File: config.mk
export PLATFORM = sky130hd
export DESIGN_NAME = drive_fault_status_monitor
export DESIGN_NICKNAME = d
export VERILOG_FILES = /design/src/near_limit_check.sv /design/src/drive_fault_status_monitor.sv
export SDC_FILE = /design/constraint.sdc
export NUM_CORES = 1
export LEC_CHECK = 0
export ABC_AREA = 1
export BUFFER_PORTS_ARGS = -buffer_cell sky130_fd_sc_hd__buf_2
export CAP_MARGIN = 10
export CORE_ASPECT_RATIO = 0.6
export CORE_MARGIN = 8
export CORE_UTILIZATION = 55
export CTS_CLUSTER_DIAMETER = 100
export DETAILED_ROUTE_END_ITERATION = 8
export PLACE_DENSITY_LB_ADDON = 0.25
export SYNTH_ARGS = -nofsm -noshare
export SYNTH_HDL_FRONTEND = slang
export SYNTH_SLANG_ARGS = --single-unit
File: constraint.sdc
create_clock -name MCLK -period 3.19 [get_ports MCLK]
set_input_delay 0.4785 -clock MCLK [delete_from_list [all_inputs] [get_ports MCLK]]
set_output_delay 0.4785 -clock MCLK [all_outputs]
set_load 0.02 [all_outputs]
File: src/near_limit_check.sv
// Shared constants and the near-limit comparator used by the thermal and regen warnings
`default_nettype none

package drive_fault_pkg;
	// --------------------------------------------------------------
	// Bus geometry
	// --------------------------------------------------------------
	localparam int          AW = 8;
	localparam int          DW = 16;
	localparam int          NF = 10;
	// --------------------------------------------------------------
	// Register byte addresses
	// --------------------------------------------------------------
	localparam logic [7:0]  ADDR_WARN      = 8'h00;
	localparam logic [7:0]  ADDR_MODEL     = 8'h04;
	localparam logic [7:0]  ADDR_DIGIN     = 8'h08;
	localparam logic [7:0]  ADDR_PSTAGE    = 8'h0C;
	localparam logic [7:0]  ADDR_IDENT     = 8'h10;
	localparam logic [7:0]  ADDR_GENSTAT   = 8'h14;
	localparam logic [7:0]  ADDR_CLEAR     = 8'h18;
	localparam logic [7:0]  ADDR_OFFA_LIM  = 8'h1C;
	localparam logic [7:0]  ADDR_OFFB_LIM  = 8'h20;
	localparam logic [7:0]  ADDR_I2T_LVL   = 8'h24;
	localparam logic [7:0]  ADDR_IT_LVL    = 8'h28;
	localparam logic [7:0]  ADDR_MOTOR_MAX = 8'h2C;
	localparam logic [7:0]  ADDR_BRIDGE_MAX = 8'h30;
	localparam logic [7:0]  ADDR_REGEN_MAX = 8'h34;
	localparam logic [7:0]  ADDR_IRQ_STAT  = 8'h38;
	localparam logic [7:0]  ADDR_IRQ_EN    = 8'h3C;
	localparam logic [7:0]  ADDR_IRQ_CLR   = 8'h40;
	// --------------------------------------------------------------
	// Field positions and reset values
	// --------------------------------------------------------------
	localparam int          PS_ENABLE_BIT  = 7;
	localparam int          PS_FAULT_LSB   = 0;
	localparam int          PS_FAULT_W     = 4;
	localparam int          FLT_MODEL_W    = 6;
	localparam int          FLT_INIT       = 0;
	localparam int          FLT_PROG       = 1;
	localparam int          FLT_OVERRUN    = 5;
	localparam int          FLT_SC_TOP     = 9;
	localparam int          GEN_TYPE1_BIT  = 0;
	localparam int          GEN_EXC_BIT    = 1;
	localparam int          GEN_INIT_BIT   = 2;
	localparam int          CLEAR_CMD_BIT  = 0;
	localparam int          IRQ_W          = 4;
	localparam logic [15:0] LIMIT_RESET    = 16'hFFFF;
	localparam logic [1:0]  CLEAR_LVL_MAX  = 2'h2;
	localparam logic [19:0] FAULT_LVL_DEF  = 20'hAAAAA;
	// Within ten percent: value * 10 >= max * 9
	localparam logic [3:0]  NEAR_DEN       = 4'hA;
	localparam logic [3:0]  NEAR_NUM       = 4'h9;
endpackage

module near_limit_check
	import drive_fault_pkg::*;
#(
	parameter int W = 16
) (
	// Clock and reset
	input  wire logic         clk,
	input  wire logic         rst,
	// Compared quantities
	input  wire logic [W-1:0] value,
	input  wire logic [W-1:0] max_value,
	// Registered result
	output var  logic         near
);
	localparam int SW = W + 4;

	logic [SW-1:0] scaled_value;
	logic [SW-1:0] scaled_max;

	assign scaled_value = SW'(value) * SW'(NEAR_DEN);
	assign scaled_max   = SW'(max_value) * SW'(NEAR_NUM);

	always_ff @(posedge clk) begin
		if (rst) begin
			near <= 1'b0;
		end else begin
			near <= scaled_value >= scaled_max;
		end
	end
endmodule

`default_nettype wire

File: src/drive_fault_status_monitor.sv
// Servo drive status and fault reporting register bank
// Operation
// - Phase A offset flag faults while measured offset exceeds programmed limit.
// - Phase B offset flag faults while measured offset exceeds its limit.
// - Current-squared-time warning while that measure exceeds its warning level.
// - Current-time warning while that measure exceeds its warning level.
// - Motor thermal warning when winding temperature within ten percent of maximum.
// - Bridge thermal warning when heatsink temperature within ten percent of maximum.
// - Regen warning when resistor power within ten percent of continuous rating.
// - Limit switch warning when either travel limit input is active.
// - Model initialisation fault on failed init or parameter access.
// - Separate programming, dynamic, static position and velocity fault flags.
// - Model overrun fault when an execution exceeds its time limit.
// - Input byte: bit 0 hardware enable, bits 1-7 digital inputs 1-7.
// - Power byte: enable state bit 7, short top bit 3, bottom bit 2.
// - Power byte: regeneration fault bit 1, dead-time fault bit 0.
// - A readable identifier names the fitted power stage.
// - Clear command clears every latched fault of level 2 or lower except the model initialisation fault and init-time faults.
// - Init-time and processor exception faults survive the clear command.
// - Type-1 general status bit shows a non-clearable fault has occurred.
`default_nettype none

module drive_fault_status_monitor
	import drive_fault_pkg::*;
#(
	parameter logic [7:0]      POWER_STAGE_ID = 8'h5A, // Arbitrary value
	parameter logic [2*NF-1:0] FAULT_LEVELS   = FAULT_LVL_DEF
) (
	// Clock and reset
	input  wire logic          MCLK,
	input  wire logic          SRST,
	// Register port
	input  wire logic [AW-1:0] ADDR,
	input  wire logic [DW-1:0] WDATA,
	input  wire logic          WR,
	input  wire logic          RD,
	output var  logic [DW-1:0] RDATA,
	output var  logic          IRQ,
	// Measurements from drive sensing, same clock
	input  wire logic [DW-1:0] OFFSET_A_MEAS,
	input  wire logic [DW-1:0] OFFSET_B_MEAS,
	input  wire logic [DW-1:0] I2T_MEAS,
	input  wire logic [DW-1:0] IT_MEAS,
	input  wire logic [DW-1:0] MOTOR_TEMP,
	input  wire logic [DW-1:0] BRIDGE_TEMP,
	input  wire logic [DW-1:0] REGEN_POWER,
	// Asynchronous pins
	input  wire logic [7:0]    DIG_IN,
	input  wire logic          LIMIT_CW,
	input  wire logic          LIMIT_CCW,
	// Fault events, one-cycle pulses, same clock
	input  wire logic          MODEL_INIT_FAIL,
	input  wire logic          MODEL_PROG_ERR,
	input  wire logic          MODEL_DYN_POS_ERR,
	input  wire logic          MODEL_STAT_POS_ERR,
	input  wire logic          MODEL_VEL_ERR,
	input  wire logic          MODEL_OVERRUN,
	input  wire logic          PWM_DEADTIME_FAULT,
	input  wire logic          REGEN_FAULT,
	input  wire logic          SHORT_BOTTOM_FAULT,
	input  wire logic          SHORT_TOP_FAULT,
	input  wire logic          CPU_EXCEPTION,
	// Drive state, same clock
	input  wire logic          DRIVE_ENABLED,
	input  wire logic          INIT_DONE
);
	// --------------------------------------------------------------
	// Declarations
	// --------------------------------------------------------------
	logic [DW-1:0]    off_a_limit;
	logic [DW-1:0]    off_b_limit;
	logic [DW-1:0]    i2t_level;
	logic [DW-1:0]    it_level;
	logic [DW-1:0]    motor_max;
	logic [DW-1:0]    bridge_max;
	logic [DW-1:0]    regen_max;
	logic [7:0]       warn;
	logic [3:0]       level_flag;
	logic             limit_flag;
	logic [7:0]       warn_prev;
	logic             motor_near;
	logic             bridge_near;
	logic             regen_near;
	logic [9:0]       pin_meta;
	logic [9:0]       pin_sync;
	logic [7:0]       dig_in;
	logic             limit_active;
	logic [NF-1:0]    fault_set;
	logic [NF-1:0]    fault_lat;
	logic [NF-1:0]    fault_lock;
	logic             exc_fault;
	logic             type1;
	logic             clear_cmd;
	logic [IRQ_W-1:0] irq_stat;
	logic [IRQ_W-1:0] irq_en;
	logic [IRQ_W-1:0] irq_event;
	logic [DW-1:0]    next_rdata;

	assign fault_set = {SHORT_TOP_FAULT, SHORT_BOTTOM_FAULT, REGEN_FAULT, PWM_DEADTIME_FAULT,
		MODEL_OVERRUN, MODEL_VEL_ERR, MODEL_STAT_POS_ERR, MODEL_DYN_POS_ERR,
		MODEL_PROG_ERR, MODEL_INIT_FAIL};
	assign clear_cmd = WR && (ADDR == ADDR_CLEAR) && WDATA[CLEAR_CMD_BIT];

	// --------------------------------------------------------------
	// Programmable limits
	// --------------------------------------------------------------
	always_ff @(posedge MCLK) begin
		if (SRST) begin
			off_a_limit <= LIMIT_RESET;
			off_b_limit <= LIMIT_RESET;
			i2t_level   <= LIMIT_RESET;
			it_level    <= LIMIT_RESET;
			motor_max   <= LIMIT_RESET;
			bridge_max  <= LIMIT_RESET;
			regen_max   <= LIMIT_RESET;
		end else if (WR) begin
			unique case (ADDR)
				ADDR_OFFA_LIM:   off_a_limit <= WDATA;
				ADDR_OFFB_LIM:   off_b_limit <= WDATA;
				ADDR_I2T_LVL:    i2t_level   <= WDATA;
				ADDR_IT_LVL:     it_level    <= WDATA;
				ADDR_MOTOR_MAX:  motor_max   <= WDATA;
				ADDR_BRIDGE_MAX: bridge_max  <= WDATA;
				ADDR_REGEN_MAX:  regen_max   <= WDATA;
				default: ;
			endcase
		end
	end

	// --------------------------------------------------------------
	// Pin synchronisers
	// --------------------------------------------------------------
	always_ff @(posedge MCLK) begin
		if (SRST) begin
			pin_meta <= 10'h000;
			pin_sync <= 10'h000;
		end else begin
			pin_meta <= {LIMIT_CCW, LIMIT_CW, DIG_IN};
			pin_sync <= pin_meta;
		end
	end

	assign dig_in       = pin_sync[7:0];
	assign limit_active = pin_sync[8] | pin_sync[9];

	// --------------------------------------------------------------
	// Warning flags
	// --------------------------------------------------------------
	near_limit_check #(
		.W (DW)
	) u_motor_near (
		.clk       (MCLK),
		.rst       (SRST),
		.value     (MOTOR_TEMP),
		.max_value (motor_max),
		.near      (motor_near)
	);

	near_limit_check #(
		.W (DW)
	) u_bridge_near (
		.clk       (MCLK),
		.rst       (SRST),
		.value     (BRIDGE_TEMP),
		.max_value (bridge_max),
		.near      (bridge_near)
	);

	near_limit_check #(
		.W (DW)
	) u_regen_near (
		.clk       (MCLK),
		.rst       (SRST),
		.value     (REGEN_POWER),
		.max_value (regen_max),
		.near      (regen_near)
	);

	always_ff @(posedge MCLK) begin
		if (SRST) begin
			level_flag <= 4'h0;
			limit_flag <= 1'b0;
		end else begin
			level_flag[0] <= OFFSET_A_MEAS > off_a_limit;
			level_flag[1] <= OFFSET_B_MEAS > off_b_limit;
			level_flag[2] <= I2T_MEAS > i2t_level;
			level_flag[3] <= IT_MEAS > it_level;
			limit_flag    <= limit_active;
		end
	end

	// Comparator stages are already registered
	assign warn = {limit_flag, regen_near, bridge_near, motor_near, level_flag};

	// --------------------------------------------------------------
	// Latched faults
	// --------------------------------------------------------------
	// Set wins over clear; init fault and init-time faults never clear
	for (genvar i = 0; i < NF; i++) begin : g_fault
		always_ff @(posedge MCLK) begin
			if (SRST) begin
				fault_lat[i]  <= 1'b0;
				fault_lock[i] <= 1'b0;
			end else begin
				if (fault_set[i]) begin
					fault_lat[i] <= 1'b1;
				end else if (clear_cmd && !fault_lock[i] && (i != FLT_INIT)
						&& (FAULT_LEVELS[2*i +: 2] <= CLEAR_LVL_MAX)) begin
					fault_lat[i] <= 1'b0;
				end
				if (fault_set[i] && !INIT_DONE) begin
					fault_lock[i] <= 1'b1;
				end
			end
		end
	end

	always_ff @(posedge MCLK) begin
		if (SRST) begin
			exc_fault <= 1'b0;
			type1     <= 1'b0;
		end else begin
			if (CPU_EXCEPTION) begin
				exc_fault <= 1'b1;
			end
			type1 <= exc_fault | fault_lat[FLT_INIT] | (|(fault_lat & fault_lock));
		end
	end

	// --------------------------------------------------------------
	// Interrupts
	// --------------------------------------------------------------
	// Warning rises, new model fault, new power fault, non-clearable fault
	assign irq_event = {CPU_EXCEPTION | fault_set[FLT_INIT]
		| (!INIT_DONE && (|(fault_set & ~fault_lock))),
		|fault_set[NF-1:FLT_MODEL_W], |fault_set[FLT_MODEL_W-1:0],
		|(warn & ~warn_prev)};

	always_ff @(posedge MCLK) begin
		if (SRST) begin
			warn_prev <= 8'h00;
			irq_stat  <= '0;
			irq_en    <= '0;
			IRQ       <= 1'b0;
		end else begin
			warn_prev <= warn;
			if (WR && ADDR == ADDR_IRQ_EN) begin
				irq_en <= WDATA[IRQ_W-1:0];
			end
			if (WR && ADDR == ADDR_IRQ_CLR) begin
				irq_stat <= (irq_stat & ~WDATA[IRQ_W-1:0]) | irq_event;
			end else begin
				irq_stat <= irq_stat | irq_event;
			end
			IRQ <= |(irq_stat & irq_en);
		end
	end

	// --------------------------------------------------------------
	// Read path
	// --------------------------------------------------------------
	always_comb begin
		next_rdata = '0;
		unique case (ADDR)
			ADDR_WARN:       next_rdata = {8'h00, warn};
			ADDR_MODEL:      next_rdata = {10'h000, fault_lat[FLT_MODEL_W-1:0]};
			ADDR_DIGIN:      next_rdata = {8'h00, dig_in};
			ADDR_PSTAGE: begin
				next_rdata[PS_ENABLE_BIT] = DRIVE_ENABLED;
				next_rdata[PS_FAULT_LSB +: PS_FAULT_W] = fault_lat[NF-1:FLT_MODEL_W];
			end
			ADDR_IDENT:      next_rdata = {8'h00, POWER_STAGE_ID};
			ADDR_GENSTAT: begin
				next_rdata[GEN_TYPE1_BIT] = type1;
				next_rdata[GEN_EXC_BIT]   = exc_fault;
				next_rdata[GEN_INIT_BIT]  = INIT_DONE;
			end
			ADDR_OFFA_LIM:   next_rdata = off_a_limit;
			ADDR_OFFB_LIM:   next_rdata = off_b_limit;
			ADDR_I2T_LVL:    next_rdata = i2t_level;
			ADDR_IT_LVL:     next_rdata = it_level;
			ADDR_MOTOR_MAX:  next_rdata = motor_max;
			ADDR_BRIDGE_MAX: next_rdata = bridge_max;
			ADDR_REGEN_MAX:  next_rdata = regen_max;
			ADDR_IRQ_STAT:   next_rdata = {12'h000, irq_stat};
			ADDR_IRQ_EN:     next_rdata = {12'h000, irq_en};
			default:         next_rdata = '0;
		endcase
	end

	// Data only in the cycle after the strobe, zero otherwise
	always_ff @(posedge MCLK) begin
		if (SRST) begin
			RDATA <= '0;
		end else begin
			RDATA <= RD ? next_rdata : '0;
		end
	end
endmodule

`default_nettype wire

==> results of run 1 <==
[worst paths after layout]
check               start                end  slack (ns)  cells after the start
min reg2reg   pin_meta[7]        pin_sync[7]        0.40                      2
min             DIG_IN[3]        pin_meta[3]        0.23                      3
max          regen_max[1]  u_regen_near.near        0.21                     20
max reg2reg  regen_max[1]  u_regen_near.near        0.21                     20
[cell families (layout without fill, tap and decap cells)]
group | after synthesis | after routing | share of synthesized area [%]
buf+inv | 343 | 521 | 8.73
compound gates | 467 | 467 | 15.8
fa+ha+maj | 289 | 289 | 22.9
flops | 195 | 195 | 24.4
xor+xnor | 45 | 45 | 2.46
simple gates | 976 | 976 | 25.7
[Yosys cell counts, types with 2 or more instances]
| cell | n |
|---|---|
| a21o_1 | 22 |
| a21oi_1 | 236 |
| a31oi_1 | 6 |
| a41oi_1 | 2 |
| and2_1 | 2 |
| buf_1 | 4 |
| buf_2 | 29 |
| buf_4 | 10 |
| buf_6 | 5 |
| clkbuf_1 | 20 |
| dfxtp_1 | 195 |
| fa_1 | 6 |
| ha_1 | 283 |
| inv_1 | 268 |
| inv_2 | 7 |
| nand2_1 | 495 |
| nand2_2 | 4 |
| nand3_1 | 205 |
| nand3b_1 | 6 |
| nand4_1 | 20 |
| nor2_1 | 209 |
| nor2_2 | 5 |
| nor2_4 | 5 |
| nor3_1 | 16 |
| nor4_1 | 4 |
| o211ai_1 | 32 |
| o21a_1 | 11 |
| o21ai_0 | 123 |
| o21ai_1 | 22 |
| o21bai_1 | 5 |
| o22ai_1 | 7 |
| xnor2_1 | 20 |
| xor2_1 | 25 |
[timing repair]
item                                    CTS  global route
buffers inserted                          0             1
gates resized for setup                   0            27
endpoints found under the setup margin    0             3
hold buffers                              0             0
[final cells by class]
class                           instances  area, um2
Multi-Input combinational cell       1777      10800
Fill cell                            2633      10700
Tap cell                              375        469
Clock buffer                           20        457
Timing Repair Buffer                  215       1190
Sequential cell                       195       3920
Inverter                              275       1030
Clock inverter                         11        198
[routing by layer]
metal	vias up	track usage (%)	wire length, um
met3	70	9.61	6410
met4	0	6.25	786
li1	8095	-	-
met1	7531	40.7	23900
met2	821	39.6	20800
met5	-	0	0
[state kept, by name, summed over array words and instances, names as in the netlist, 16 cells and up]
| signal | count |
|---|---|
| RDATA | 16 |
| bridge_max | 16 |
| i2t_level | 16 |
| it_level | 16 |
| motor_max | 16 |
| off_a_limit | 16 |
| off_b_limit | 16 |
| regen_max | 16 |
[worst max-delay path, stage by stage, from the launching register on]
cell and delay, ns:
dfxtp_1 0.35, ha_1 0.31, ha_2 0.21, fa_2 0.41, nand2_1 0.09, nand3_2 0.08, nand3_1 0.08, nand2_1 0.11
nand3_2 0.11, nand2_1 0.06, nand2_1 0.06, nand2_1 0.07, ha_1 0.28, nand2_1 0.07, nor2_2 0.13, nand4_1 0.14
nor2_1 0.12, nand2_1 0.06, nand2_1 0.08, nor2_1 0.04, nor2_1 0.08
[power by group]
part           leakage [uW]  internal, uW  switching, uW
registers           0.00158          2480           32.9
clock network      0.000317          1440           1000
logic               0.00832           517            854
total                0.0102          4430           1890
[stage by stage]
| step | power (uW) | cell area, um2 | setup slack (ns) | hold slack, ns | setup TNS [ns] |
|---|---|---|---|---|---|
| after floorplan | 3460 | 16000 | 0.241 | 0.388 | 0 |
| after global placement | 3860 | 17300 | -0.0323 | 0.397 | -0.0323 |
| after detailed placement | 3900 | 17300 | -0.137 | 0.398 | -0.252 |
| after CTS | 6300 | 18000 | 0.0720 | 0.217 | 0 |
| after global routing | 6610 | 18000 | -0.0151 | 0.217 | -0.0151 |
| final | 6330 | 18000 | 0.215 | 0.227 | 0 |
==> run_results.csv, run 1 <==
group,metric,value,unit
status,status,"completed",
synthesis,yosysWarnings,0,
cts,cts_root_buffer,"clkbuf_16",
floorplan,die_w,236,um
global_routing,overflow,0,
synthesis,syn-num-nets,2767,
timing,finalHoldViolCount,0,
floorplan,num_io_pins,180,
floorplan,die_y,148,um
layout,layout.cells.non_filler,2868,
placed_design,place_inst,2836,
global_routing,grt_max_degree,66,
worst_setup_path,required,3.59,ns
layout,drive_gt1_share,12.0,%
pwr,ir_worst_vdd,324,uV
worst_setup_path,path_class,"reg -> reg",
placed_design,numPortBuffers,179,
timing,relSlewSlack,46.3,%
drt,finalWirelength,51.9,mm
layout,insertedDiodeCount,0,
cts,max-clock-path-buffers,2,
drt,dr.pass1.iters,9,
synthesis,yosysTopAreaCellShare,24.4,%
floorplan,die_area,0.0350,mm2
synthesis,synth_ff_type,"dfxtp_1",
layout,final_cell_mix,"nand2_1, ha_1, inv_1",
placed_design,dp_hpwl,41.7,mm
timing,slew_viol_final,0,
cts,clock-sinks,195,
floorplan,core_area,0.0287,mm2
timing,setup_viol,0,
cts,cts_max_level,4,
layout,layout_commonest_cell,"nand2_1",
layout,finalNetCount,2933,
drt,drcViolationCount,0,
cts,cts_tree,"done",
drt,drt_iter0_drc,1911,
timing,fin_crit,2.98,ns
synthesis,synth.distinct_cells,39,
synthesis,ys_top_cells_by_area,"dfxtp_1, ha_1, nand2_1, a21oi_1, nand3_1",
worst_setup_path,cp.arrival,3.37,ns
drt,ant_nets,0,
synthesis,syn_area,0.0160,mm2
run,drv_cap,0,
global_routing,grt_pass1_wl,79.9,mm
synthesis,syn_avg_cell_area,6.92,um2
worst_setup_path,cp-start-kind,"flop",
global_routing,first_global_vias,15000,
timing,clock-skew-final,0.0118,ns
drt,avgRoutedWirePerCell,18.1,um
synthesis,synthArstFlopShare,0,%
layout,area_growth,12.6,%
layout,fin_util,62.8,%
worst_setup_path,cp_max_fo,3,
pwr,power_leakage,0.0102,uW
placed_design,place.gp.congestion,0.986,
timing,clock.fmax,336,MHz
timing,period_share,93.3,%
timing,worstMarginPinSlew,0.806,ns
floorplan,initial_core_util,55.8,%
synthesis,netlist_instances,2315,
hold_path,hold_path_class,"in -> reg",
floorplan,num_rows,48,
worst_setup_path,cp-end-kind,"flop",
drt,vias,16500,
synthesis,synth_edf_count,0,
synthesis,seq_area_frac_synth,24.4,%
global_routing,grt.total_usage,28.2,%
cts,numCtsBuffers,17,
synthesis,synth_top_cell_by_area,"dfxtp_1",
synthesis,yosys_register_bits,195,
drt,via_per_inst,5.76,
cts,clkLatencyLatePin,0.46,ns
pwr,p_per_area,351,mW/mm2
global_routing,antenna_found_initial,0,
cts,clk_pin_slew_worst_paths,0.08,ns
No activity file was read; power rests on OpenSTA's default activity.
==> run 2, diff against run 1 <==
- ABC_CLOCK_PERIOD_IN_PS: unset -> 3190
- SYNTH_HIERARCHICAL: unset -> 1
==> run 2 against run 1 <==
Compared with the run above: count of clock-buffer cells in the layout is 2 lower; cell count is 5.3% higher; sequential share of layout area is 0.34 points lower; critical path depth is 1 lower; via count is 0.98% higher; wire length is 4.1% lower; non-clock buffer count down 9; critical endpoint is now u_bridge_near/near; utilization shrank 1.1 points; cell area grew 1.3%; highest routed layer is now met5.
==> run_results.csv, run 2 <==
group,metric,value,unit
worst_setup_path,required,3.58,ns
floorplan,core_area,0.0296,mm2
synthesis,syn-num-nets,2882,
synthesis,synth.distinct_cells,41,
drt,drcViolationCount,0,
synthesis,synth_edf_count,0,
worst_setup_path,slowest_delay,0.46,ns
worst_setup_path,crit_path_top_delay_cell,"dfxtp_1",
synthesis,yosysMostFrequentCell,"nand2_1",
floorplan,die_w,239,um
timing,finalHoldViolCount,0,
worst_setup_path,r2r_cells,19,
layout,final_cell_mix,"nand2_1, inv_1, ha_1",
placed_design,numPortBuffers,179,
global_routing,grt_max_degree,76,
worst_setup_path,r2r-start,"bridge_max[8]",
synthesis,synth_ff_type,"dfxtp_1",
synthesis,ys_top_cells_by_area,"dfxtp_1, ha_1, nand2_1, inv_1, a21oi_1",
hold_path,min_to,"pin_meta[6]",
timing,relSlewSlack,37.3,%
hold_path,hold_depth,3,
pwr,p_per_area,330,mW/mm2
placed_design,dp_hpwl,40.1,mm
pwr,power_leakage,0.0104,uW
hold_path,hold_path_class,"in -> reg",
run,drv_cap,0,
cts,cts_tree,"done",
cts,cts_root_buffer,"clkbuf_16",
worst_setup_path,cp_max_fo,5,
cts,clock-sinks,195,
global_routing,overflow,0,
worst_setup_path,r2r_setup_slack,0.22,ns
synthesis,synth_top_cell_by_area,"dfxtp_1",
cts,cts_max_level,4,
floorplan,initial_core_util,55.3,%
status,status,"completed",
synthesis,yosysWarnings,6,
drt,ant_nets,0,
synthesis,synth.top_cells.by_count,"nand2_1, inv_1, ha_1",
worst_setup_path,cp_cell_sequence,"ha_1, ha_1, nand2_1, nand2_1, nand3_1, nand2_1, a21oi_1, nand2_1, nand2_1, nand2_1, ha_1, nand2_1, nor2_1, nand2_1, nor2_1, nand2_1, nand2_1, nor2_1, nor2_1",
floorplan,die_y,150,um
layout,stdcell_area,0.0183,mm2
cts,numCtsBuffers,17,
timing,slew_viol_final,0,
drt,dr.pass1.iters,6,
synthesis,syn_avg_cell_area,6.73,um2
global_routing,first_global_vias,15400,
hold_path,hold_start,"DIG_IN[6]",
synthesis,seq_area_frac_synth,23.9,%
timing,rsz0062_at_grt,"no",
placed_design,dpl-instance-area,0.0177,mm2
floorplan,num_io_pins,180,
layout,finalNetCount,3051,
drt,avgRoutedWirePerCell,16.5,um
drt,finalWirelength,49.7,mm
layout,insertedDiodeCount,0,
global_routing,grt.total_usage,27.0,%
layout,n_fill_cell,2838,
layout,layout_commonest_cell,"nand2_1",
cts,clk_pin_slew_worst_paths,0.07,ns
synthesis,netlist_instances,2430,
layout,area_growth,11.7,%
global_routing,grt_pass1_wl,78.3,mm
timing,period_share,93.3,%
timing,worstMarginPinSlew,0.940,ns
cts,cts_setup_buffers,0,
worst_setup_path,r2r-end,"u_bridge_near/near",
worst_setup_path,cpMostUsedCell,"nand2_1",
synthesis,synthArstFlopShare,0,%
layout,drive_gt1_share,11.6,%
floorplan,die_area,0.0357,mm2
timing,fin_crit,2.97,ns
synthesis,yosys_register_bits,195,
worst_setup_path,cp.arrival,3.37,ns
drt,vias,16700,
synthesis,syn_area,0.0164,mm2
worst_setup_path,path_class,"reg -> reg",
global_routing,antenna_found_initial,0,
timing,clock.fmax,336,MHz
worst_setup_path,crit_buf_inv,0,
drt,drt_iter0_drc,1729,
synthesis,yosysTopAreaCellShare,23.9,%
drt,via_per_inst,5.52,
placed_design,place.gp.congestion,0.930,
pwr,ir_worst_vdd,400,uV
timing,setup_viol,0,
timing,clock-skew-final,0.00910,ns
floorplan,num_rows,49,
worst_setup_path,cp-start-kind,"flop",
timing,timing.hold.ws,0.224,ns
worst_setup_path,path_delay_family,"simple AND/OR/NAND/NOR gates",
cts,clkLatencyLatePin,0.46,ns
cts,max-clock-path-buffers,2,
worst_setup_path,cp-end-kind,"flop",
## run 2: changes by cell type after synthesis, moves of 9 or more
| cell | before | now |
|---|---|---|
| nand2_1 | 495 | 633 |
| o21ai_1 | 22 | 10 |
| nand3b_1 | 6 | 15 |
| a21o_1 | 22 | 0 |
| nand3_1 | 205 | 168 |
| nor2_1 | 209 | 224 |
| a21oi_1 | 236 | 211 |
| inv_1 | 268 | 301 |
## run 2: area by class of cell
type | instances | area [um2] | area share [%]
Clock buffer | 18 | 439 | 2.40
Tap cell | 408 | 510 | 2.79
Sequential cell | 195 | 3910 | 21.4
Inverter | 312 | 1170 | 6.41
Multi-Input combinational cell | 1867 | 11000 | 60.3
Clock inverter | 14 | 121 | 0.664
Timing Repair Buffer | 206 | 1100 | 6.02
## run 2: logic make-up after synthesis
| logic type | after synthesis | synth area share [%] |
|---|---|---|
| adder cells (fa/ha/maj) | 289 | 22.4 |
| XOR/XNOR | 43 | 2.30 |
| buffers and inverters | 368 | 8.94 |
| flip-flops | 195 | 23.9 |
| AND/OR/NAND/NOR | 1129 | 29.2 |
| AO/OA/AOI/OAI | 406 | 13.4 |
## run 2: how the worst max path moves through the flow
stage                    from            endpoint  slack [ns]  cells after the start
3_3_place_gp    MOTOR_TEMP[1]   u_motor_near/near        0.07                     20
5_1_grt          motor_max[1]   u_motor_near/near       0.003                     20
3_5_place_dp    MOTOR_TEMP[3]   u_motor_near/near       -0.07                     20
4_1_cts         bridge_max[1]  u_bridge_near/near        0.15                     20
6_report        bridge_max[8]  u_bridge_near/near        0.22                     19
2_1_floorplan  BRIDGE_TEMP[1]  u_bridge_near/near        0.45                     19
## run 2: tightest hold or removal path, cell delays in order
cell and delay (ns):
buf_2 0.07, inv_1 0.03, nor2_1 0.06
## run 2: timing repair
action,in CTS,in global routing
resized for setup,0,14
endpoints found under the setup margin,0,3
hold buffers,0,0
## run 2: report_power, final
part / internal [uW] / switching (uW) / leakage, uW
Sequential: 2480 / 33.0 / 0.00159
Combinational: 526 / 870 / 0.00852
Clock: 1040 / 1080 / 0.000260
## run 2: layer usage
metal / track usage [%] / share of wire (%) / vias up
li1: - / - / 8331
met3: 6.03 / 9.7 / 60
met5: 1.65 / 0.16 / -
met4: 6.61 / 1.8 / 2
met2: 40.5 / 42 / 662
met1: 38.7 / 47 / 7624
## run 2: metrics by stage
| stage | TNS (ns) | std cells | utilization [%] | setup WS, ns | power (uW) |
|---|---|---|---|---|---|
| after floorplan | 0 | 2430 | - | 0.450 | 3510 |
| after CTS | 0 | 3020 | 61.6 | 0.154 | 6020 |
| after detailed placement | -0.0671 | 2988 | 59.7 | -0.0666 | 3940 |
| final | 0 | 3020 | 61.7 | 0.215 | 6030 |
| after global routing | 0 | 3020 | 61.7 | 0.00291 | 6330 |
| after global placement | 0 | 2988 | 59.7 | 0.0743 | 3890 |
